$ cat src/design/adc_cal_pkg.sv
/*
 * shared constants and carriers for the converter offset calibration control.
 * assumes a single 200 MHz system clock and an Avalon-MM register master.
 */
package adc_cal_pkg;
    // *****************************************************
    // register map (byte addresses)
    // *****************************************************
    localparam logic [3:0] ctrl_addr = 4'h0;
    localparam logic [3:0] status_addr = 4'h4;
    localparam logic [3:0] irq_stat_addr = 4'h8;
    localparam logic [3:0] irq_mask_addr = 4'hc;
    localparam logic [31:0] unmapped_data = 32'hdeadbeef;
    localparam logic [3:0] user_ofs_addr = 4'h0;
    // ctrl word fields
    localparam int ctrl_pair_bit = 0;
    localparam int ctrl_diff_bit = 1;
    localparam int ctrl_res_lsb = 2;
    localparam int ctrl_wake_bit = 4;
    localparam int ctrl_user_lsb = 16;
    // irq bits
    localparam int irq_icald_bit = 0;
    localparam int irq_scald_bit = 1;
    localparam int irq_conv_bit = 2;
    localparam int irq_width = 3;
    // *****************************************************
    // timing
    // *****************************************************
    localparam int internal_cal_clocks = 6415;
    localparam int sys_cal_clocks = 16;
    localparam int conv_clocks = 16;
    localparam logic [13:0] diff_bias_full = 14'h2000;
    // resolution selection
    typedef enum logic [1:0] {
        res_8 = 2'h0,
        res_10 = 2'h1,
        res_12 = 2'h2,
        res_14 = 2'h3
    } res_e;
    // gray along icald -> idle -> conv -> scal
    typedef enum logic [1:0] {
        st_icald = 2'h0,
        st_idle = 2'h1,
        st_conv = 2'h3,
        st_scal = 2'h2
    } state_e;
    typedef struct packed {
        logic pair_sel;
        logic diff_mode;
        res_e res;
        logic [15:0] user_ofs;
    } cfg_s;
endpackage : adc_cal_pkg

$ cat src/design/adc_offset_calibration_ctrl.sv
/*
 * converter offset calibration sequencer with Avalon-MM register slave.
 * assumes raw converter codes arrive on i_raw_code when a conversion ends,
 * and that the power manager pulses i_wake on each deep-sleep exit.
 */
`timescale 1ns/1ps
module adc_offset_calibration_ctrl #(
    parameter int cal_clocks = adc_cal_pkg::internal_cal_clocks
) (
    input wire logic i_sys_clk,
    input wire logic i_rst,
    input wire logic i_wake,
    input wire logic i_conv_start,
    input wire logic i_cal_start,
    input wire logic [13:0] i_raw_code,
    input wire logic [3:0] avs_address,
    input wire logic avs_read,
    input wire logic avs_write,
    input wire logic [31:0] avs_writedata,
    output logic [31:0] avs_readdata,
    output logic avs_waitrequest,
    output logic o_busy,
    output logic o_conv_active,
    output logic [1:0] o_chan_pair,
    output logic [15:0] o_result,
    output logic o_result_valid,
    output logic o_irq
);
    // *****************************************************
    // state and counters
    // *****************************************************
    adc_cal_pkg::state_e state_reg, state_next;
    logic [12:0] cnt_reg, cnt_next;
    logic cal_start_d_reg, cal_start_d_next;
    logic signed [15:0] int_ofs_reg, int_ofs_next;
    logic signed [15:0] sys_ofs_reg, sys_ofs_next;
    logic [15:0] result_reg, result_next;
    logic valid_reg, valid_next;
    adc_cal_pkg::cfg_s cfg_reg, cfg_next;
    logic [adc_cal_pkg::irq_width-1:0] istat_reg, istat_next;
    logic [adc_cal_pkg::irq_width-1:0] imask_reg, imask_next;
    logic ack_reg, ack_next;
    logic [31:0] rdata_reg, rdata_next;
    logic [adc_cal_pkg::irq_width-1:0] ev;
    logic [13:0] midscale;
    logic signed [15:0] corrected;
    logic cal_edge;

    // *****************************************************
    // offset arithmetic
    // *****************************************************
    // midscale follows width; 14 bit diff bias is 8192
    always_comb begin
        unique case (cfg_reg.res)
            adc_cal_pkg::res_8: midscale = adc_cal_pkg::diff_bias_full >> 6;
            adc_cal_pkg::res_10: midscale = adc_cal_pkg::diff_bias_full >> 4;
            adc_cal_pkg::res_12: midscale = adc_cal_pkg::diff_bias_full >> 2;
            adc_cal_pkg::res_14: midscale = adc_cal_pkg::diff_bias_full;
        endcase
    end

    assign cal_edge = i_cal_start & ~cal_start_d_reg;
    // zero-extended raw minus all offsets; clamp is left to the consumer
    assign corrected = $signed({2'b00, i_raw_code}) - int_ofs_reg - sys_ofs_reg
        - $signed(cfg_reg.user_ofs);

    // *****************************************************
    // sequencer
    // *****************************************************
    // one state word arbitrates both strobes, so a conversion and a
    // calibration can never overlap
    always_comb begin
        state_next = state_reg;
        cnt_next = cnt_reg;
        int_ofs_next = int_ofs_reg;
        sys_ofs_next = sys_ofs_reg;
        result_next = result_reg;
        valid_next = 1'b0;
        ev = '0;
        cal_start_d_next = i_cal_start;
        if (i_wake && state_reg != adc_cal_pkg::st_icald) begin
            state_next = adc_cal_pkg::st_icald;
            cnt_next = '0;
        end else begin
            unique case (state_reg)
                adc_cal_pkg::st_icald: begin
                    cnt_next = cnt_reg + 13'h1;
                    if (cnt_reg == 13'(cal_clocks - 1)) begin
                        // converter's own offset loaded with zero at the end, no sample taken
                        int_ofs_next = 16'sh0;
                        state_next = adc_cal_pkg::st_idle;
                        cnt_next = '0;
                        ev[adc_cal_pkg::irq_icald_bit] = 1'b1;
                    end
                end
                adc_cal_pkg::st_idle: begin
                    if (cal_edge) begin
                        state_next = adc_cal_pkg::st_scal;
                    end else if (i_conv_start) begin
                        state_next = adc_cal_pkg::st_conv;
                    end
                    cnt_next = '0;
                end
                adc_cal_pkg::st_conv: begin
                    // a calibration edge here is dropped, not queued
                    cnt_next = cnt_reg + 13'h1;
                    if (cnt_reg == 13'(adc_cal_pkg::conv_clocks - 1)) begin
                        result_next = 16'(corrected);
                        valid_next = 1'b1;
                        state_next = adc_cal_pkg::st_idle;
                        cnt_next = '0;
                        ev[adc_cal_pkg::irq_conv_bit] = 1'b1;
                    end
                end
                adc_cal_pkg::st_scal: begin
                    // conversion starts are not looked at here
                    cnt_next = cnt_reg + 13'h1;
                    if (cnt_reg == 13'(adc_cal_pkg::sys_cal_clocks - 1)) begin
                        if (cfg_reg.diff_mode) begin
                            sys_ofs_next = $signed({2'b00, i_raw_code})
                                - $signed({2'b00, midscale});
                        end else begin
                            sys_ofs_next = $signed({2'b00, i_raw_code});
                        end
                        state_next = adc_cal_pkg::st_idle;
                        cnt_next = '0;
                        ev[adc_cal_pkg::irq_scald_bit] = 1'b1;
                    end
                end
            endcase
        end
    end

    // *****************************************************
    // register slave
    // *****************************************************
    always_comb begin
        cfg_next = cfg_reg;
        imask_next = imask_reg;
        istat_next = istat_reg;
        ack_next = (avs_read | avs_write) & ~ack_reg;
        rdata_next = rdata_reg;
        // writes land on the edge that sees waitrequest low; config is not
        // locked while busy, keeping it still is the user's side
        if (avs_write && ack_reg) begin
            unique case (avs_address)
                adc_cal_pkg::ctrl_addr: begin
                    cfg_next.pair_sel = avs_writedata[adc_cal_pkg::ctrl_pair_bit];
                    cfg_next.diff_mode = avs_writedata[adc_cal_pkg::ctrl_diff_bit];
                    cfg_next.res = adc_cal_pkg::res_e'(avs_writedata[adc_cal_pkg::ctrl_res_lsb +: 2]);
                    cfg_next.user_ofs = avs_writedata[adc_cal_pkg::ctrl_user_lsb +: 16];
                end
                adc_cal_pkg::irq_stat_addr: begin
                    istat_next = istat_reg & ~avs_writedata[adc_cal_pkg::irq_width-1:0];
                end
                adc_cal_pkg::irq_mask_addr: begin
                    imask_next = avs_writedata[adc_cal_pkg::irq_width-1:0];
                end
                default: begin
                end
            endcase
        end
        // hardware set wins over a same-cycle software clear
        istat_next = istat_next | ev;
        if (avs_read && !ack_reg) begin
            unique case (avs_address)
                adc_cal_pkg::ctrl_addr: rdata_next = {cfg_reg.user_ofs, 11'h0, 1'b0, cfg_reg.res,
                    cfg_reg.diff_mode, cfg_reg.pair_sel};
                adc_cal_pkg::status_addr: rdata_next = {result_reg, 13'h0, o_conv_active,
                    (state_reg == adc_cal_pkg::st_scal), o_busy};
                adc_cal_pkg::irq_stat_addr: rdata_next = {29'h0, istat_reg};
                adc_cal_pkg::irq_mask_addr: rdata_next = {29'h0, imask_reg};
                default: rdata_next = adc_cal_pkg::unmapped_data;
            endcase
        end
    end

    // *****************************************************
    // registers
    // *****************************************************
    always_ff @(posedge i_sys_clk or posedge i_rst) begin
        if (i_rst) begin
            state_reg <= adc_cal_pkg::st_icald;
            cnt_reg <= '0;
            cal_start_d_reg <= 1'b0;
            int_ofs_reg <= '0;
            sys_ofs_reg <= '0;
            result_reg <= '0;
            valid_reg <= 1'b0;
            cfg_reg <= '0;
            istat_reg <= '0;
            imask_reg <= '0;
            ack_reg <= 1'b0;
            rdata_reg <= '0;
        end else begin
            state_reg <= state_next;
            cnt_reg <= cnt_next;
            cal_start_d_reg <= cal_start_d_next;
            int_ofs_reg <= int_ofs_next;
            sys_ofs_reg <= sys_ofs_next;
            result_reg <= result_next;
            valid_reg <= valid_next;
            cfg_reg <= cfg_next;
            istat_reg <= istat_next;
            imask_reg <= imask_next;
            ack_reg <= ack_next;
            rdata_reg <= rdata_next;
        end
    end

    // *****************************************************
    // outputs
    // *****************************************************
    // busy is decoded from state, so it drops on the same edge as idle
    assign o_busy = (state_reg == adc_cal_pkg::st_icald)
        || (state_reg == adc_cal_pkg::st_scal);
    assign o_conv_active = (state_reg == adc_cal_pkg::st_conv);
    assign o_chan_pair = cfg_reg.pair_sel ? 2'h1 : 2'h0;
    assign o_result = result_reg;
    assign o_result_valid = valid_reg;
    assign o_irq = |(istat_reg & imask_reg);
    assign avs_readdata = rdata_reg;
    assign avs_waitrequest = (avs_read | avs_write) & ~ack_reg;
endmodule : adc_offset_calibration_ctrl

$ cat config.mk
export PLATFORM = sky130hd
export DESIGN_NAME = adc_offset_calibration_ctrl
export DESIGN_NICKNAME = d
export VERILOG_FILES = /design/src/design/adc_cal_pkg.sv /design/src/design/adc_offset_calibration_ctrl.sv
export SDC_FILE = /design/constraint.sdc
export NUM_CORES = 1
export LEC_CHECK = 0
export ABC_CLOCK_PERIOD_IN_PS = 3100
export BUFFER_PORTS_ARGS = -buffer_cell sky130_fd_sc_hd__buf_4
export CAP_MARGIN = 25
export CORE_ASPECT_RATIO = 1.1
export CORE_MARGIN = 3
export CORE_UTILIZATION = 27
export CTS_CLUSTER_SIZE = 14
export DETAILED_ROUTE_END_ITERATION = 10
export PLACE_DENSITY = 0.58
export SYNTH_ARGS = -nofsm -noshare
export SYNTH_HDL_FRONTEND = slang
export SYNTH_SLANG_ARGS = --single-unit
$ cat constraint.sdc
create_clock -name i_sys_clk -period 3.1 [get_ports i_sys_clk]
set_clock_uncertainty 0.2 [all_clocks]
set_input_delay 0.465 -clock i_sys_clk [delete_from_list [all_inputs] [get_ports i_sys_clk]]
set_output_delay 0.465 -clock i_sys_clk [all_outputs]
set_load 0.1 [all_outputs]
==> run summary <==
The top cell type by area accounts for 44.0% of the synthesized area. Kind of start point of the critical path: a flop. Counting the buffers created by CTS gives 9. The proportion of register bits with asynchronous set or reset after synthesis was 100%; the met1 layer wirelength in the final routing was 6.31 mm. The hold slack was 33.2 ps. By area the synthesized netlist is led by sky130_fd_sc_hd__dfrtp_1 44%, sky130_fd_sc_hd__ha_1 5.7%, sky130_fd_sc_hd__fa_1 5.1%. The total setup buffers inserted after CTS came out at 0. From synthesis to final layout, the design area changed by 24.9%. The post-layout instance area is 6810 um^2, and the initial standard-cell utilization of the core is 28.0%. For the worst-skew pair, the clock arrives at the later sink with an insertion delay of 350 ps. After the last flow step, the layout net total stands at 759. The synthesized netlist devotes 4.34% of its cell area to XOR and XNOR gates. The number of placement rows is 53, and the number of synthesized flops with an enable pin is 0. The count of input and output buffers came out at 95. The tools report the worst-case vdd ir drop as 0.000356 V.

Most area-hungry cell type in the Yosys netlist: sky130_fd_sc_hd__dfrtp_1. The number of primary I/O pins came out at 112. Based on the critical path, the design can be clocked at up to 349 MHz. For the final routed DRC violation total, the log shows 0. For the leakage power, the log shows 3.18 nW.

Clock-pin slew was measured on the worst setup and hold paths at 70 ps. The post-synthesis mux area share was 4.43%. Type of the worst setup path: flop to flop. For this design, the sink count on the clock tree is 96. For the weighted congestion at the end of routability-driven global placement, the log shows 0.810. For the area used by sequential logic in the layout, the log shows 2400 um^2. By area, the combinational part of the netlist is dominated by compound AO/OA/AOI/OAI gates. The tools report the number of global-route vias before repair as 4124. The final hold violation count is 0, and the critical path data required time is 3160 ps. The sum of met3 wire segment lengths after detailed routing came out at 726 um. The detail route stage leaves a number of antenna-violating nets equal to 0. The floorplan step set the die height to 155 um.

The relative slew slack is 48.9%, and the via count is 4213. The minimum setup slack in the final design came out at 235 ps. Placeable core region: 19500 um^2. The basic-gate share of the synthesized area counting and, or, nand and nor cells was 14.3%; the total of endpoints with negative setup slack in the final report was 0. In this run the power density over the cells is 678 nW/um^2. Class of the tightest hold or removal check: input pin to flop. The tools report the CTS root buffer as sky130_fd_sc_hd__clkbuf_16. After detailed routing, the average wire length per cell comes to 14.8 um. The logs give 0 for the number of diodes and 0 ps for the setup TNS. The fraction of final layout cells sized beyond drive strength 1 was 23.8%. In the routed layout, each cell is associated on average with a via count of 4.60. The register with the most flip-flops in the layout has 21 of them. The clock passes through at most 2 buffers. The logs give 21.6 mm for the wire length of the first global-routing pass and 1 for the initial antenna violation count.

The largest single stage delay on the critical path is 430 ps. The die outline area is 21900 um^2, and the multi-input combinational cell area is 2690 um^2. Yosys printed 0 warnings. For the first-pass detailed-route iteration total, the log shows 4. Critical path endpoint category: a flop.

After detailed routing, the total wire length is 13.6 mm. The number of slew-limit violations in the final report is 0, and the horizontal extent of the die is 142 um. In the synthesized netlist, the number of instances is 565. Setup repair after global routing left no endpoint under its margin.

The minimum clock period was 2870 ps; the mean cell area of the mapped netlist was 9.65 um^2. The cell type of the slowest stage on the worst timing path was sky130_fd_sc_hd__fa_1. The number of unique standard cell types used by synthesis was 53; the sequential fraction of the synthesis area was 44.0%.

Walking the worst path, the cells encountered are inv_1 > fa_1 > ha_1 > and4_1 > a21boi_0 > o21ai_1 > a21boi_0 > buf_4 > nor3_1 > o31ai_1. Detailed routing placed a total of 6.30 mm of wire on met2. The highest metal layer used by the detailed router was met5. In this run the number of H-tree levels came out at 3. The flop and latch count out of synthesis is 96, and the number of violations of the max-capacitance limit is 0. For the number of fill cells, the log shows 2044.

The logs give 2930 ps for the arrival time reported for the critical path endpoint and 6490 um^2 for the instance area after placement. Entering global routing, the biggest net connects 48 pins. The logs give 5450 um^2 for the post-synth design cell area and -1.19 ps for the setup slack after placement. Summing the areas of all compound-gate instances in the mapped netlist gives 15.0% of the synthesized area. In the finished design, the share of the clock period the worst path needs comes to 92.4%.

In the synthesized netlist the dominant register cell turns out to be sky130_fd_sc_hd__dfrtp_1. The synthesized netlist devotes 10.9% of its cell area to adder and majority cells. For the pin with the worst max-slew slack, the measured transition is 764 ps.

The combined global-route utilization of all metal layers came out at 12.5%. The run finished with clean final reports. TritonCTS built the clock tree.

The most frequent cell on the critical path is sky130_fd_sc_hd__a21boi_0. Number of DRC violations after detailed-routing iteration 0: 192. The utilization after layout was 34.9%; the highest net fanout along the worst path was 5. The HPWL after detailed placement is 10.4 mm. For the global route total overflow, the log shows 0.
==> cells in the final DEF (no fill, tap or decap), types with 5 or more instances in the layout <==
master                      synthesis  final
sky130_fd_sc_hd__mux2i_1            5      5
sky130_fd_sc_hd__o21a_1             6      6
sky130_fd_sc_hd__inv_1             48     47
sky130_fd_sc_hd__o21ai_0           46     45
sky130_fd_sc_hd__and3_1             8      8
sky130_fd_sc_hd__clkbuf_16          0      9
sky130_fd_sc_hd__mux2_2            11     11
sky130_fd_sc_hd__a221oi_1          11     11
sky130_fd_sc_hd__a22oi_1            5      5
sky130_fd_sc_hd__dfrtp_1           96     96
sky130_fd_sc_hd__buf_4             16    115
sky130_fd_sc_hd__nand4_1            5      5
sky130_fd_sc_hd__nand2_1           62     62
sky130_fd_sc_hd__a21oi_1           31     31
sky130_fd_sc_hd__nor2_1            64     64
sky130_fd_sc_hd__ha_1              25     25
sky130_fd_sc_hd__xor2_1            13     13
sky130_fd_sc_hd__nand3_1            6      6
sky130_fd_sc_hd__fa_1              14     14
sky130_fd_sc_hd__xnor2_1           14     14
==> timing repair <==
item / in CTS / in global routing
hold buffers: 1 / 0
hold endpoints to repair: 21 / 0
resized for setup: 0 / 1
setup endpoints to repair: 0 / 1
==> logic make-up (layout without fill, tap and decap cells) <==
group,count (synthesis),count (layout)
AND/OR/NAND/NOR,172,172
buffers and inverters,82,182
adder cells (fa/ha/maj),39,39
AO/OA/AOI/OAI,129,129
other,1,4
multiplexers,19,19
XOR/XNOR,27,27
flip-flops,96,96
==> synth_stat cells (4+ instances only) <==
master                     count
sky130_fd_sc_hd__a22oi_1       5
sky130_fd_sc_hd__nor3_1        4
sky130_fd_sc_hd__or2_2         4
sky130_fd_sc_hd__fa_1         14
sky130_fd_sc_hd__buf_2         7
sky130_fd_sc_hd__and3_1        8
sky130_fd_sc_hd__o21a_1        6
sky130_fd_sc_hd__nor2_1       64
sky130_fd_sc_hd__ha_1         25
sky130_fd_sc_hd__mux2i_1       5
sky130_fd_sc_hd__a21oi_1      31
sky130_fd_sc_hd__xor2_1       13
sky130_fd_sc_hd__o21ai_0      46
sky130_fd_sc_hd__xnor2_1      14
sky130_fd_sc_hd__mux2_2       11
sky130_fd_sc_hd__nand3_1       6
sky130_fd_sc_hd__clkbuf_1     10
sky130_fd_sc_hd__a21o_1        4
sky130_fd_sc_hd__dfrtp_1      96
sky130_fd_sc_hd__and2_1        4
sky130_fd_sc_hd__nand2_1      62
sky130_fd_sc_hd__buf_4        16
sky130_fd_sc_hd__nand4_1       5
sky130_fd_sc_hd__nand2b_1      4
sky130_fd_sc_hd__inv_1        48
sky130_fd_sc_hd__a221oi_1     11
==> per-stage QoR <==
stage	std cells	power, W
after global routing	915	0.00490
after detailed placement	898	0.00348
after floorplan	568	0.00299
final	915	0.00462
after CTS	915	0.00467
after global placement	898	0.00345
==> critical path: cells and delay by family (launching register included) <==
kind / cells / cell delay (ps)
simple gates: 2 / 290
flops: 1 / 380
fa+ha+maj: 2 / 810
buf+inv: 2 / 240
compound gates: 4 / 860
==> path summary, 6_finish.rpt <==
kind	from	to	slack (ps)	depth (start not counted)
setup reg to reg	cfg_reg[4]$_DFFE_PP0P_	o_result[15]$_DFFE_PP0P_	230	10
hold reg to reg	avs_readdata[26]$_DFFE_PP0P_	avs_readdata[26]$_DFFE_PP0P_	300	2
hold / removal	i_cal_start	cal_start_d_reg$_DFF_PP0_	30	1
setup / recovery	cfg_reg[4]$_DFFE_PP0P_	o_result[15]$_DFFE_PP0P_	230	10
max in group asynchronous	i_rst	cfg_reg[12]$_DFFE_PP0P_	1440	4
min in group asynchronous	i_rst	o_result[3]$_DFFE_PP0P_	520	3
==> power by group <==
group          internal (W)  switching (W)  leakage, nW
Sequential          0.00142       0.000141         1.16
Combinational      0.000698        0.00119         1.88
Clock              0.000659       0.000514        0.151
Total               0.00278        0.00184         3.18
==> per-layer routing <==
metal	global-route usage, %	up-vias
met5	0	-
met4	4.11	2
met3	2.58	14
met2	20.2	101
met1	16.8	1999
li1	-	2097
==> layout make-up <==
| cell class | count | share of cell area [%] |
|---|---|---|
| tap | 247 | 4.54 |
| clock inverter | 6 | 1.10 |
| multi-input combinational | 390 | 39.5 |
| inverter | 48 | 2.70 |
| clock buffer | 10 | 3.51 |
| sequential | 96 | 35.3 |
| timing repair buffer | 118 | 13.4 |
Power figures use the tool's default switching activity.
